`src/drsm_pkg.sv`:
```
// shared constants and types for the display rail sequencer monitor
package drsm_pkg;

	// ----------------------------------------------------------------
	// timing
	// ----------------------------------------------------------------
	localparam int unsigned CLK_MHZ = 125;
	localparam int unsigned DISCHARGE_MS = 100;
	localparam int unsigned DISCHARGE_CYC = DISCHARGE_MS * 1000 * CLK_MHZ;
	localparam int unsigned STEP_DELAY_CYC = 16;

	// ----------------------------------------------------------------
	// rail indices
	// ----------------------------------------------------------------
	localparam int unsigned NUM_RAILS = 4;
	localparam int unsigned RAIL_GATE_HIGH = 0;
	localparam int unsigned RAIL_GATE_LOW = 1;
	localparam int unsigned RAIL_SRC_POS = 2;
	localparam int unsigned RAIL_SRC_NEG = 3;

	// ----------------------------------------------------------------
	// reset values
	// ----------------------------------------------------------------
	localparam logic [3:0] RAIL_EN_RST = 4'hf;
	localparam logic [7:0] TEMP_RST = 8'h00;
	localparam logic [7:0] HOT_RST = 8'h8c;
	localparam logic [7:0] COLD_RST = 8'h00;
	localparam logic [7:0] DELTA_RST = 8'h02;
	localparam logic [7:0] UP_ORDER_RST = 8'he4;
	localparam logic [7:0] DOWN_ORDER_RST = 8'h1b;

	typedef enum logic [2:0] {
		DRSM_OFF = 3'b000,
		DRSM_IDLE = 3'b001,
		DRSM_UP = 3'b010,
		DRSM_ACTIVE = 3'b011,
		DRSM_DOWN = 3'b100,
		DRSM_DISCHARGE = 3'b101
	} drsm_state_t;

	// host configuration bundle
	typedef struct packed {
		logic [3:0] rail_enable;
		logic [7:0] up_order;
		logic [7:0] down_order;
		logic [7:0] hot_limit;
		logic [7:0] cold_limit;
		logic [7:0] delta_limit;
	} drsm_cfg_t;

	// temperature conversion result
	typedef struct packed {
		logic valid;
		logic [7:0] value;
	} drsm_temp_t;

endpackage : drsm_pkg

```
`src/drsm_edge_sync.sv`:
```
// request pin synchroniser with edge detect
`timescale 1ns/1ns
module drsm_edge_sync (
	input wire logic sys_clk,
	input wire logic rst,
	input wire logic pin,
	output logic level,
	output logic rise,
	output logic fall
);
	logic meta_q, meta_d;
	logic sync_q, sync_d;
	logic prev_q, prev_d;

	always_comb
	begin
		meta_d = pin;
		sync_d = meta_q;
		prev_d = sync_q;
	end

	always_ff @(posedge sys_clk or posedge rst)
	begin
		if (rst)
		begin
			meta_q <= 1'b0;
			sync_q <= 1'b0;
			prev_q <= 1'b0;
		end
		else
		begin
			meta_q <= meta_d;
			sync_q <= sync_d;
			prev_q <= prev_d;
		end
	end

	assign level = sync_q;
	assign rise = sync_q & ~prev_q;
	assign fall = ~sync_q & prev_q;
endmodule : drsm_edge_sync

```
`src/drsm_temp_mon.sv`:
```
// temperature reading store and threshold compare
`timescale 1ns/1ns
module drsm_temp_mon (
	input wire logic sys_clk,
	input wire logic rst,
	input wire logic clear,
	input drsm_pkg::drsm_temp_t conv,
	input wire logic baseline_load,
	input drsm_pkg::drsm_cfg_t cfg,
	output logic [7:0] reading,
	output logic hot_irq,
	output logic cold_irq,
	output logic delta_irq
);
	logic [7:0] reading_d, reading_q;
	logic [7:0] base_d, base_q;
	logic hot_d, hot_q, cold_d, cold_q, delta_d, delta_q;
	logic [7:0] diff;

	always_comb
	begin
		reading_d = reading_q;
		base_d = base_q;
		hot_d = 1'b0;
		cold_d = 1'b0;
		delta_d = 1'b0;
		diff = (conv.value >= base_q) ? conv.value - base_q : base_q - conv.value;
		if (clear)
		begin
			reading_d = drsm_pkg::TEMP_RST;
			base_d = drsm_pkg::TEMP_RST;
		end
		else
		begin
			if (conv.valid)
			begin
				reading_d = conv.value;
				hot_d = conv.value > cfg.hot_limit;
				cold_d = conv.value < cfg.cold_limit;
				delta_d = diff > cfg.delta_limit;
			end
			if (baseline_load)
				base_d = reading_q;
		end
	end

	always_ff @(posedge sys_clk or posedge rst)
	begin
		if (rst)
		begin
			reading_q <= drsm_pkg::TEMP_RST;
			base_q <= drsm_pkg::TEMP_RST;
			hot_q <= 1'b0;
			cold_q <= 1'b0;
			delta_q <= 1'b0;
		end
		else
		begin
			reading_q <= reading_d;
			base_q <= base_d;
			hot_q <= hot_d;
			cold_q <= cold_d;
			delta_q <= delta_d;
		end
	end

	assign reading = reading_q;
	assign hot_irq = hot_q;
	assign cold_irq = cold_q;
	assign delta_irq = delta_q;
endmodule : drsm_temp_mon

```
`src/drsm_top.sv`:
```
// display rail sequencer and monitor: power states, rails-ok, temperature
`timescale 1ns/1ns
module drsm_top #(
	parameter int unsigned DISCHARGE_CYCLES = drsm_pkg::DISCHARGE_CYC
) (
	input wire logic sys_clk,
	input wire logic rst,
	input wire logic wake_request_pin,
	input wire logic power_up_request_pin,
	input wire logic cfg_write,
	input drsm_pkg::drsm_cfg_t cfg_in,
	input wire logic active_cmd,
	input wire logic standby_cmd,
	input drsm_pkg::drsm_temp_t temp_conv,
	input wire logic baseline_load,
	input wire logic [3:0] rail_regulating,
	input wire logic [3:0] rail_fault,
	output logic [3:0] rail_on,
	output logic negative_boost_converter_on,
	output logic rails_ok_output_o,
	output logic rails_ok_output_oe,
	output logic host_port_enabled,
	output logic [2:0] power_state,
	output logic [7:0] temperature_reading,
	output logic temp_hot_irq,
	output logic temp_cold_irq,
	output logic temp_delta_irq
);
	// ----------------------------------------------------------------
	// request pins
	// ----------------------------------------------------------------
	logic wake_lvl, wake_rise, wake_fall;
	logic pwr_lvl, pwr_rise, pwr_fall;

	drsm_edge_sync u_wake (
		.sys_clk(sys_clk),
		.rst(rst),
		.pin(wake_request_pin),
		.level(wake_lvl),
		.rise(wake_rise),
		.fall(wake_fall)
	);

	drsm_edge_sync u_pwr (
		.sys_clk(sys_clk),
		.rst(rst),
		.pin(power_up_request_pin),
		.level(pwr_lvl),
		.rise(pwr_rise),
		.fall(pwr_fall)
	);

	// ----------------------------------------------------------------
	// sequencer state
	// ----------------------------------------------------------------
	drsm_pkg::drsm_state_t state_q, state_d;
	drsm_pkg::drsm_cfg_t cfg_q, cfg_d;
	logic [1:0] step_q, step_d;
	logic [31:0] cnt_q, cnt_d;
	logic [3:0] rail_q, rail_d;
	logic boost_q, boost_d;
	logic up_pend_q, up_pend_d;
	logic ok_q, ok_d;
	logic port_q, port_d;
	logic [1:0] up_idx, dn_idx;
	logic in_off;

	assign up_idx = cfg_q.up_order[2*step_q +: 2];
	assign dn_idx = cfg_q.down_order[2*step_q +: 2];
	assign in_off = (state_q == drsm_pkg::DRSM_OFF);

	always_comb
	begin
		state_d = state_q;
		step_d = step_q;
		cnt_d = (cnt_q != 32'h0) ? cnt_q - 32'h1 : 32'h0;
		rail_d = rail_q;
		boost_d = boost_q;
		up_pend_d = up_pend_q;
		case (state_q)
			drsm_pkg::DRSM_OFF:
			begin
				rail_d = 4'h0;
				boost_d = 1'b0;
				if (wake_rise && pwr_lvl)
				begin
					state_d = drsm_pkg::DRSM_UP;
					step_d = 2'd0;
					boost_d = 1'b1;
					cnt_d = drsm_pkg::STEP_DELAY_CYC;
				end
				else if (wake_lvl)
					state_d = drsm_pkg::DRSM_IDLE;
			end
			drsm_pkg::DRSM_IDLE:
			begin
				if (!wake_lvl)
					state_d = drsm_pkg::DRSM_OFF;
				else if (pwr_rise || active_cmd)
				begin
					state_d = drsm_pkg::DRSM_UP;
					step_d = 2'd0;
					boost_d = 1'b1;
					cnt_d = drsm_pkg::STEP_DELAY_CYC;
				end
			end
			drsm_pkg::DRSM_UP:
			begin
				// aborting mid-sequence goes straight to power-down
				if (!wake_lvl || pwr_fall || standby_cmd)
				begin
					state_d = drsm_pkg::DRSM_DOWN;
					step_d = 2'd0;
					cnt_d = drsm_pkg::STEP_DELAY_CYC;
				end
				else if (cnt_q == 32'h0)
				begin
					// host rail enable gates each strobe
					rail_d[up_idx] = cfg_q.rail_enable[up_idx];
					step_d = step_q + 2'd1;
					cnt_d = drsm_pkg::STEP_DELAY_CYC;
					if (step_q == 2'd3)
						state_d = drsm_pkg::DRSM_ACTIVE;
				end
			end
			drsm_pkg::DRSM_ACTIVE:
			begin
				rail_d = cfg_q.rail_enable;
				if (!wake_lvl || pwr_fall || standby_cmd)
				begin
					state_d = drsm_pkg::DRSM_DOWN;
					step_d = 2'd0;
					cnt_d = drsm_pkg::STEP_DELAY_CYC;
				end
			end
			drsm_pkg::DRSM_DOWN:
			begin
				// a new power-up request is served after the down sequence if wake is still high, else dropped at the discharge end
				if (pwr_rise || active_cmd)
					up_pend_d = 1'b1;
				if (cnt_q == 32'h0)
				begin
					rail_d[dn_idx] = 1'b0;
					step_d = step_q + 2'd1;
					cnt_d = drsm_pkg::STEP_DELAY_CYC;
					if (step_q == 2'd3)
					begin
						state_d = drsm_pkg::DRSM_DISCHARGE;
						cnt_d = DISCHARGE_CYCLES;
					end
				end
			end
			drsm_pkg::DRSM_DISCHARGE:
			begin
				if (up_pend_q && wake_lvl)
				begin
					up_pend_d = 1'b0;
					state_d = drsm_pkg::DRSM_UP;
					step_d = 2'd0;
					cnt_d = drsm_pkg::STEP_DELAY_CYC;
				end
				else if (cnt_q == 32'h0)
				begin
					boost_d = 1'b0;
					up_pend_d = 1'b0;
					state_d = wake_lvl ? drsm_pkg::DRSM_IDLE : drsm_pkg::DRSM_OFF;
				end
			end
			default:
				state_d = drsm_pkg::DRSM_OFF;
		endcase
	end

	always_ff @(posedge sys_clk or posedge rst)
	begin
		if (rst)
		begin
			state_q <= drsm_pkg::DRSM_OFF;
			step_q <= 2'd0;
			cnt_q <= 32'h0;
			rail_q <= 4'h0;
			boost_q <= 1'b0;
			up_pend_q <= 1'b0;
		end
		else
		begin
			state_q <= state_d;
			step_q <= step_d;
			cnt_q <= cnt_d;
			rail_q <= rail_d;
			boost_q <= boost_d;
			up_pend_q <= up_pend_d;
		end
	end

	// ----------------------------------------------------------------
	// host settings and status
	// ----------------------------------------------------------------
	always_comb
	begin
		cfg_d = cfg_q;
		// deep-off holds reset and ignores writes
		if (in_off)
		begin
			cfg_d.rail_enable = drsm_pkg::RAIL_EN_RST;
			cfg_d.up_order = drsm_pkg::UP_ORDER_RST;
			cfg_d.down_order = drsm_pkg::DOWN_ORDER_RST;
			cfg_d.hot_limit = drsm_pkg::HOT_RST;
			cfg_d.cold_limit = drsm_pkg::COLD_RST;
			cfg_d.delta_limit = drsm_pkg::DELTA_RST;
		end
		else if (cfg_write)
			cfg_d = cfg_in;
		ok_d = &(rail_q & rail_regulating & ~rail_fault & cfg_q.rail_enable);
		// port flag is registered from the next state, so it is never a cycle late
		port_d = (state_d != drsm_pkg::DRSM_OFF);
	end

	always_ff @(posedge sys_clk or posedge rst)
	begin
		if (rst)
		begin
			cfg_q <= '{drsm_pkg::RAIL_EN_RST, drsm_pkg::UP_ORDER_RST, drsm_pkg::DOWN_ORDER_RST,
				drsm_pkg::HOT_RST, drsm_pkg::COLD_RST, drsm_pkg::DELTA_RST};
			ok_q <= 1'b0;
			port_q <= 1'b0;
		end
		else
		begin
			cfg_q <= cfg_d;
			ok_q <= ok_d;
			port_q <= port_d;
		end
	end

	// ----------------------------------------------------------------
	// temperature
	// ----------------------------------------------------------------
	drsm_pkg::drsm_temp_t conv_gated;
	always_comb
	begin
		conv_gated = temp_conv;
		conv_gated.valid = temp_conv.valid && !in_off;
	end

	drsm_temp_mon u_temp (
		.sys_clk(sys_clk),
		.rst(rst),
		.clear(in_off),
		.conv(conv_gated),
		.baseline_load(baseline_load && !in_off),
		.cfg(cfg_q),
		.reading(temperature_reading),
		.hot_irq(temp_hot_irq),
		.cold_irq(temp_cold_irq),
		.delta_irq(temp_delta_irq)
	);

	assign rail_on = rail_q;
	assign negative_boost_converter_on = boost_q;
	assign rails_ok_output_o = 1'b0;
	assign rails_ok_output_oe = ~ok_q;
	assign host_port_enabled = port_q;
	assign power_state = state_q;
endmodule : drsm_top

```
`config.mk`:
```
export PLATFORM = sky130hd
export DESIGN_NAME = drsm_top
export DESIGN_NICKNAME = d
export VERILOG_FILES = /design/src/drsm_pkg.sv /design/src/drsm_edge_sync.sv /design/src/drsm_temp_mon.sv /design/src/drsm_top.sv
export SDC_FILE = /design/constraint.sdc
export NUM_CORES = 1
export LEC_CHECK = 0
export ABC_AREA = 1
export BUFFER_PORTS_ARGS = -buffer_cell sky130_fd_sc_hd__buf_2
export CAP_MARGIN = 20
export CORE_UTILIZATION = 55
export DETAILED_ROUTE_END_ITERATION = 10
export GPL_TIMING_DRIVEN = 1
export PLACE_DENSITY_LB_ADDON = 0.3
export SLEW_MARGIN = 15
export SYNTH_ARGS = -nofsm -noshare
export SYNTH_HDL_FRONTEND = slang
export SYNTH_SLANG_ARGS = --single-unit
```
`constraint.sdc`:
```
create_clock -name sys_clk -period 6.1 [get_ports sys_clk]
set_clock_uncertainty 0.1 [all_clocks]
set_input_delay 0.61 -clock sys_clk [delete_from_list [all_inputs] [get_ports sys_clk]]
set_output_delay 0.61 -clock sys_clk [all_outputs]
set_load 0.05 [all_outputs]
```
# [Word-level counts from Yosys, hierarchy flattened]
# Cells that the tools add are included.
[word_totals] inputBits=69 regBits=114 output_inout_bits=22
[classes] n_bitwise=13 n_reduce_logical=27 add_sub_neg=4 shift=2 order_cmp=8 n_mux=65 n_eq_ne=18
[op_table] operator="$mux 32" count=9
[op_table] operator="$pmux 32 s6" count=1
[op_table] operator="$mux 44" count=2
[op_table] operator="$mux 8" count=5
[op_table] operator="$mux 3" count=12
[op_table] operator="$logic_not 32->1" count=1
[op_table] operator="$reduce_bool 32->1" count=1
[op_table] operator="$sub 32x1->32 const B" count=1
[op_table] operator="$mux 24" count=1
[op_table] operator="$ne 2x2->1 const B" count=9
[op_table] operator="$pmux 3 s6" count=1
[op_table] operator="$and 4x4->4" count=4
[op_table] operator="$gt 8x8->1" count=2
[op_table] operator="$mux 1" count=16
[op_table] operator="$pmux 4 s4" count=1
[op_table] operator="$shiftx 8x4->2" count=2
[op_table] operator="$sub 8x8->8" count=2
[op_table] operator="$mux 2" count=7
[op_table] operator="$mux 4" count=3
[op_table] operator="$pmux 2 s6" count=1
[op_table] operator="$ge 8x8->1" count=1
[op_table] operator="$lt 8x8->1" count=1
[op_table] operator="$not 4->4" count=2
[op_table] operator="$reduce_and 4->1" count=2
[op_table] operator="27 further kinds" count=50

# [Depth between registers and ports, before layout]
# Gate-level depths: netlist of the first run.
[depth] ltp_word=9 ltp_mapped=18 depth_no_buf=17

# [Modules after synthesis]
# Synthesis of the first run repeated with hierarchy kept, for this count alone.
[unflattened] cells_unflattened=1014 area_unflattened_um2=7499.7
[modules_own_cells] module="drsm_top" area_each_um2=5162.5 cells_each=686 seq_area_each_um2=2247.2 instances=1
[modules_own_cells] module="drsm_temp_mon" area_each_um2=2149.6 cells_each=312 seq_area_each_um2=475.5 instances=1
[modules_own_cells] module="drsm_edge_sync" area_each_um2=93.8 cells_each=8 seq_area_each_um2=75.1 instances=2

# [Worst setup path before layout of the first run]
# Ideal clock, no wire load.
[synth_timing] path_kind="input -> register" startpoint="in temp_conv[0] (netlist bit)" endpoint="reg u_temp.delta_q, in the netlist u_temp.delta_irq" path_stages=16 path_buffers=0 setup_time_ps=126 required_time_ps=5874 arrival_time_ps=2676 setup_slack_ps=3198 cell_sequence="inv_1 > ha_1 > inv_1 > fa_1 > nand2_1 > nand2_1 > nand2_1 > nand3_1 > nand2_1 > a21boi_0 > ha_1 > a21oi_1 > o21a_1 > nor2_1 > nor3_1 > nor3_1"
[synth_between] elab_chain_len=5 elab_cells_between_ends=7
[synth_rtl] item="start, declared" line="drsm_top.sv:14" source="input drsm_pkg::drsm_temp_t temp_conv,"
[synth_rtl] item="$sub 8x8->8 or $ge 8x8->1 (tied branches)" line="drsm_temp_mon.sv:27" source="diff = (conv.value >= base_q) ? conv.value - base_q : base_q - conv.value;"
[synth_rtl] item="$mux 8 *" line="drsm_temp_mon.sv:27"
[synth_rtl] item="$gt 8x8->1 *" line="drsm_temp_mon.sv:40" source="delta_d = diff > cfg.delta_limit;"
[synth_rtl] item="$mux 1 *" line="drsm_temp_mon.sv:35" source="if (conv.valid)"
[synth_rtl] item="$mux 1 *" line="drsm_temp_mon.sv:28" source="if (clear)"
[synth_rtl] item="net u_temp.delta_d" line="drsm_temp_mon.sv:17" source="logic hot_d, hot_q, cold_d, cold_q, delta_d, delta_q;"
[synth_rtl] item="end signal, assigned" line="drsm_temp_mon.sv:63" source="delta_q <= delta_d;"
[synth_rtl] item="end, declared" line="drsm_temp_mon.sv:17"
# The timed path passes the listed nets; every way through them passes the cells marked *.
# A chain may end at the register's enable or synchronous reset.

# [Worst setup path in the final report of the first run]
# Ends and elaborated chain as after synthesis.

==> results.py, run 1 <==
metrics = {
    "final_layout": {
        "drive_above_1_share_pct": 16.44,
        "antennaDiodeCount": 0,
        "fill_cells": 1050,
        "seq_area_mm2": 0.002873,
        "area_delta_synth_final_pct": 16.27,
        "multi_input_area_mm2": 0.003364,
        "final_nets": 1114,
    },
    "power_and_ir_drop": {
        "vdd_drop_max_mv": 0.2147,
        "p_leak_nw": 4.537,
        "cellPowerDensity_mw_per_mm2": 542.2,
    },
    "worst_setup_path": {
        "slowest_delay_ns": 0.40,
        "crit_fanout": 9,
        "crit_buf_inv": 5,
        "path_common_cell": "nand2_1",
        "rr_startpoint": "u_temp.base_q[6]",
        "cp_top_family": "simple AND/OR/NAND/NOR gates",
        "critPathArrivalTime_ns": 3.17,
        "path_class": "in2reg",
        "worstSetupStartpointType": "primary input",
        "worstPathRequired_ns": 6.29,
        "cp-startpoint": "temp_conv[0]",
        "critPathSlowestCell": "fa_1",
        "crit_path_end_kind": "flop",
        "crit_chain": "buf_2 -> inv_1 -> ha_1 -> inv_1 -> fa_1 -> nand2_1 -> nand2_1 -> nand2_1 -> nand3_1 -> inv_2 -> nand2_1 -> nand2_1 -> inv_1 -> ha_1 -> a21o_1 -> nor3_1 -> nor3_1",
    },
    "die": {
        "core-area_mm2": 0.01221,
        "die_area_mm2": 0.01319,
        "floorplan.initialDensity_pct": 57.37,
        "die_x_um": 114.9,
        "ioPinCount": 91,
        "rows": 40,
        "die_height_um": 114.9,
    },
    "synthesis": {
        "synth_cell_types": 46,
        "synth_edf_count": 0,
        "synth_warnings": 0,
        "synthCells": 916,
        "synth_ff_type": "dfrtp_1",
        "seq_area_frac_synth_pct": 41.01,
        "ys_seq_elements": 114,
        "syn_nets": 1027,
        "syn_area_mm2": 0.007005,
        "synthArstFlopShare_pct": 100.0,
        "avgSynthCellArea_um2": 7.648,
    },
    "drt": {
        "drc_errors": 0,
        "finalWirelength_um": 16610,
        "viasPerCell": 5.258,
        "wire_per_inst_um": 14.03,
        "drtIter0Drc": 587,
        "vias": 6225,
        "drt-pass1-iter-count": 7,
        "ant_nets": 0,
    },
    "global_routing": {
        "met3_usage_pct": 6.009,
        "groute.usage.overall_pct": 27.77,
        "grt-ovfl-total": 0,
        "grt_max_degree": 66,
        "grt_pass1_vias": 5875,
        "grt_use_met2_pct": 43.33,
        "grt_use_met1_pct": 38.26,
        "antenna_found_initial": 0,
        "grt_first_pass_wirelength_um": 28390,
        "gr-max-usage-layer": "met2",
    },
    "timing": {
        "fin_crit_sh_pct": 48.88,
        "worstMarginPinSlew_ns": 0.8486,
        "fin_ws_ns": 3.119,
        "maxSlewViolCount": 0,
        "tns_ns": 0,
        "hold_viol_final": 0,
        "post-route-min-period_ns": 2.981,
        "slew_headroom_pct": 43.42,
        "rsz0062_at_grt": "false",
        "fmaxAchievable_mhz": 335.4,
        "setup_viol_count_final": 0,
    },
    "clock_tree": {
        "cts_root_buf": "clkbuf_16",
        "ctsHtreeMaxLevel": 4,
        "cts_sinks": 114,
        "clk_path_buf_depth": 2,
        "cts_hold_buf": 0,
        "clk_pin_slew_ns": 0.05,
        "ctsResizeCount": 0,
        "postCtsSetupRepairBufs": 0,
        "clk_latency_ns": 0.43,
        "cts_buffers": 17,
        "cts_tree": "yes",
    },
    "status": {
        "status": "finished clean",
    },
    "placement": {
        "dp_slack_ns": 2.794,
        "portBuffers": 89,
        "gp_congestion": 0.8860,
        "hpwl_um": 11850,
    },
    "flow_run": {
        "cap_viol_max_count": 0,
    },
    "hold_path": {
        "hp-class": "in2async",
    },
}
## stage by stage
step                      hold slack (ns)  instance area (um^2)  power [W]  cells  utilization, %
after floorplan                    0.2312                  7005   0.002946    916               -
after global placement             0.2355                  7564   0.003388   1152           61.94
after detailed placement           0.2362                  7564   0.003425   1152           61.94
after CTS                          0.1848                  8145   0.004419   1184           66.70
after global routing               0.1864                  8145   0.004798   1184           66.70
final                              0.1708                  8145   0.004416   1184           66.70
## cell usage in the layout, fill, tap and decap left out, types with 2 or more instances in the layout
| cell type | netlist | routed |
|---|---|---|
| inv_1 | 163 | 162 |
| nand2_1 | 157 | 157 |
| nor2_1 | 130 | 130 |
| dfrtp_1 | 98 | 98 |
| buf_2 | 8 | 89 |
| a21oi_1 | 46 | 46 |
| nand3_1 | 46 | 46 |
| ha_1 | 40 | 40 |
| a31oi_1 | 38 | 38 |
| o21ai_0 | 24 | 24 |
| xor2_1 | 22 | 22 |
| nand4_1 | 18 | 18 |
| clkbuf_16 | 0 | 17 |
| o21ai_1 | 16 | 16 |
| dfstp_2 | 16 | 16 |
| nor3_1 | 12 | 12 |
| inv_2 | 8 | 8 |
| xnor2_1 | 8 | 8 |
| o21ai_2 | 7 | 7 |
| clkbuf_8 | 0 | 7 |
| o21bai_1 | 4 | 4 |
| clkbuf_1 | 12 | 4 |
| nand2_4 | 3 | 3 |
| a21boi_0 | 3 | 3 |
| o21a_1 | 3 | 3 |
| o211ai_1 | 3 | 3 |
| clkinv_2 | 0 | 3 |
| buf_4 | 2 | 3 |
| nor2_4 | 2 | 2 |
| nand2_2 | 2 | 2 |
| nor2_8 | 2 | 2 |
| nor2_2 | 2 | 2 |
| a21o_1 | 2 | 2 |
| nor4b_1 | 2 | 2 |
| fa_1 | 2 | 2 |
## synth_stat cells, types with 2 or more instances
library cell,n,share of area (%)
inv_2,8,0.43
o211ai_1,3,0.32
o21bai_1,4,0.43
buf_4,2,0.21
nor2_8,2,0.57
nor2_1,130,7.0
nor4b_1,2,0.25
buf_2,8,0.57
buf_6,2,0.32
nand3_1,46,3.3
nand2_2,2,0.18
a21oi_1,46,3.3
nand4_1,18,1.6
inv_1,163,8.7
a21o_1,2,0.21
xnor2_1,8,1.0
o21ai_1,16,1.1
nor2_4,2,0.32
nor2_2,2,0.18
nand2_4,3,0.48
xor2_1,22,2.8
ha_1,40,7.1
dfrtp_1,98,35
nand2_1,157,8.4
dfstp_2,16,6.0
o21a_1,3,0.32
o21ai_2,7,0.88
nor3_1,12,0.86
a21boi_0,3,0.32
fa_1,2,0.57
clkbuf_1,12,0.64
o21ai_0,24,1.7
a31oi_1,38,3.4
## layout make-up
type / instances / share of cell area (%)
clock buffers: 28 / 6.590
clock inverters: 4 / 0.5530
inverters: 172 / 7.957
multi-input cells: 606 / 41.31
flip-flops and latches: 114 / 35.27
well taps: 168 / 2.581
repair buffers: 92 / 5.745
## power breakdown
part	total, W	internal [W]	switching, W
combinational	0.00220	0.000686	0.00152
sequential	0.00125	0.00106	0.000189
clock	0.000967	0.000633	0.000334
total	0.00442	0.00238	0.00204
## flip-flops by register name, indices dropped and copies added (netlist names)
name                         cells
host_port_enabled                1
u_temp.cold_irq                  1
ok_q                             1
u_temp.delta_irq                 1
negative_boost_converter_on      1
rail_on                          4
step_q                           2
u_pwr.level                      1
u_pwr.meta_q                     1
u_wake.meta_q                    1
power_state                      3
up_pend_q                        1
cfg_q                           44
u_wake.level                     1
u_temp.hot_irq                   1
u_pwr.prev_q                     1
u_temp.base_q                    8
cnt_q                           32
u_wake.prev_q                    1
u_temp.reading                   8
## metal layers
layer | share of wire (%) | wire length, um
met2 | 46 | 7630
met3 | 6.7 | 1106
met4 | 1.4 | 229
met5 | 0 | 0
met1 | 46 | 7647
## worst paths after layout
path	end	slack (ns)	cells past startpoint
setup / recovery	u_temp.delta_irq	3.12	17
hold reg to reg	u_pwr.level	0.25	0
hold / removal	u_temp.reading[0]	0.17	2
max in group asynchronous	cnt_q[29]	4.49	3
min in group sys_clk	u_wake.meta_q	0.20	1
setup reg to reg	u_temp.delta_irq	3.15	13
## logic make-up after synthesis
kind of cell | Yosys count | share of synthesized area, %
adders and majority gates | 42 | 7.716
and+or+nand+nor | 383 | 23.92
DFF | 114 | 41.01
buffers and inverters | 196 | 10.97
other | 1 | 0.05353
AOI/OAI and AO/OA | 150 | 12.59
xor gates and xnor gates | 30 | 3.751
No activity file was read; power rests on OpenSTA's default activity.
==> inputs of run 2 (changes only) <==
Settings changed: CORE_UTILIZATION 55 to 53.
Clock period 6.1 ns to 2.6 ns, I/O delays scaled along.
==> run 2 against run 1 <==
Effect of this change: the run now ends with setup timing left; via count up 5.3%; final area up 12%; routed wire length is 7.2% higher; largest cell class unchanged; utilization grew 4.6 points; final cell count up 7.5%.
==> results.py, run 2 (same netlist as run 1, synthesis figures left out) <==
metrics = {
    "die": {
        "ioPinCount": 91,
        "core-area_mm2": 0.01277,
        "die_x_um": 117.0,
        "rows": 41,
        "die_height_um": 117.0,
        "die_area_mm2": 0.01368,
        "floorplan.initialDensity_pct": 54.84,
    },
    "power_and_ir_drop": {
        "cellPowerDensity_mw_per_mm2": 1205,
        "vdd_drop_max_mv": 0.6592,
        "p_leak_nw": 4.941,
    },
    "drt": {
        "viasPerCell": 5.147,
        "ant_nets": 0,
        "drc_errors": 0,
        "wire_per_inst_um": 13.99,
        "finalWirelength_um": 17810,
        "vias": 6552,
        "drtIter0Drc": 472,
        "drt-pass1-iter-count": 7,
    },
    "clock_tree": {
        "cts_sinks": 114,
        "ctsHtreeMaxLevel": 4,
        "clk_pin_slew_ns": 0.05,
        "cts_root_buf": "clkbuf_16",
        "cts_buffers": 17,
        "clk_path_buf_depth": 2,
        "cts_tree": "yes",
        "clk_latency_ns": 0.42,
    },
    "flow_run": {
        "cap_viol_max_count": 0,
    },
    "status": {
        "status": "complete, but fails checks",
        "violations": "setup timing",
    },
    "global_routing": {
        "grt_max_degree": 52,
        "grt_pass1_vias": 6130,
        "grt_first_pass_wirelength_um": 28050,
        "groute.usage.overall_pct": 27.02,
        "antenna_found_initial": 0,
        "grt-ovfl-total": 0,
    },
    "final_layout": {
        "final_util_pct": 71.29,
        "seq_area_mm2": 0.002873,
        "drive_above_1_share_pct": 20.62,
        "final_common_cell": "inv_1",
        "largest_register_ff_count": 44,
        "largest_register": "cfg_q",
        "layout_common_cells": "inv_1, nand2_1, nor2_1",
        "multi_input_area_mm2": 0.003495,
        "area_delta_synth_final_pct": 29.99,
        "design_area_mm2": 0.009106,
        "antennaDiodeCount": 0,
        "fill_cells": 997,
        "largest_registers": "cfg_q x44, cnt_q x32",
        "final_nets": 1199,
    },
    "worst_setup_path": {
        "slowest_delay_ns": 0.40,
        "crit_buf_inv": 3,
        "path_class": "reg2reg",
        "critPathSlowestCell": "dfrtp_1",
        "cp_top_family": "adder cells",
        "crit_chain": "inv_2 -> ha_4 -> inv_1 -> fa_2 -> nand2_2 -> nand2_2 -> a21oi_2 -> xor2_1 -> nand2_1 -> nand2_1 -> inv_1 -> ha_4 -> nand4_1 -> nor2_2 -> nor3_2 -> nor3_2",
        "crit_fanout": 2,
        "worstSetupStartpointType": "flop",
        "worstPathRequired_ns": 2.83,
        "rr_worst_depth": 16,
        "critPathArrivalTime_ns": 2.90,
        "path_depth": 16,
        "crit_path_end_kind": "flop",
    },
    "timing": {
        "holdWs_ns": 0.04664,
        "fin_crit_sh_pct": 102.5,
        "setup_viol_count_final": 1,
        "slew_headroom_pct": 59.49,
        "fmaxAchievable_mhz": 375.2,
        "hold_viol_final": 0,
        "fin_ws_ns": -0.06493,
        "post-route-min-period_ns": 2.665,
        "worstMarginPinSlew_ns": 0.6064,
        "rsz0062_at_grt": "true",
        "maxSlewViolCount": 0,
    },
    "placement": {
        "portBuffers": 89,
        "gp_congestion": 0.9165,
        "placed_area_mm2": 0.007865,
        "hpwl_um": 12180,
    },
    "hold_path": {
        "min_path_cells": 3,
        "hp-class": "in2reg",
    },
}
run 2: changes by cell type in the layout (fill, tap and decap cells not counted), moves of 4 or more:
| cell | delta |
|---|---|
| dlygate4sd3_1 | +48 |
| ha_1 | -7 |
| o21ai_0 | -4 |
| ha_4 | +6 |
| o21ai_1 | +4 |
| buf_4 | +34 |
run 2: worst reg2reg max path, cell delays in order (launching register included):
cell and delay, ns:
dfrtp_1 0.40, inv_2 0.09, ha_4 0.13, inv_1 0.05, fa_2 0.38, nand2_2 0.09, nand2_2 0.06, a21oi_2 0.16
xor2_1 0.19, nand2_1 0.07, nand2_1 0.06, inv_1 0.07, ha_4 0.28, nand4_1 0.11, nor2_2 0.13, nor3_2 0.06
nor3_2 0.16
run 2: path summary, 6_finish.rpt:
check / start / end / slack (ns)
worst min register to register: u_pwr.meta_q / u_pwr.level / 0.24
min in group asynchronous: rst / cfg_q[7] / 0.40
max in group asynchronous: rst / cfg_q[43] / 1.28
worst max register to register: u_temp.base_q[0] / u_temp.delta_irq / -0.06
worst max-delay path: u_temp.base_q[0] / u_temp.delta_irq / -0.06
worst min-delay path: cfg_in[15] / cfg_q[15] / 0.05
run 2: metal layers:
metal | track usage [%] | up-vias | wire (um)
met4 | 9.283 | 0 | 216
met3 | 5.716 | 19 | 1110
li1 | - | 3269 | -
met1 | 35.85 | 3033 | 8229
met2 | 44.02 | 231 | 8250
met5 | 0 | - | 0
run 2: report_power, final:
part           switching, W  internal, W  total (W)
sequential         0.000456      0.00248    0.00294
clock              0.000772      0.00161    0.00238
combinational       0.00368      0.00196    0.00565
total               0.00491      0.00606     0.0110
run 2: cell type report:
class / instances / share of cell area (%)
Clock buffer: 28 / 6.004
Clock inverter: 4 / 0.7694
Inverter: 172 / 7.159
Multi-Input combinational cell: 606 / 38.38
Sequential cell: 114 / 31.55
Tap cell: 172 / 2.363
Timing Repair Buffer: 177 / 13.78
run 2: stage by stage:
step	total power, W	setup TNS [ns]	cells	worst slack (ns)
finish	0.01097	-0.06493	1273	-0.06493
global route	0.01183	-0.2337	1273	-0.2337
CTS	0.01081	0	1273	0.003504
detailed placement	0.008278	-0.1867	1192	-0.1867
global placement	0.008167	-0.03158	1192	-0.03158
floorplan	0.006912	0	916	0.03603
run 2: timing repair:
action / in CTS / in global routing
setup endpoints to repair: 1 / 1
resized for setup: 7 / 24
pin swaps: 2 / 11
endpoints found under the hold margin: 63 / 0
hold buffers: 48 / 0
setup buffers: 1 / 0
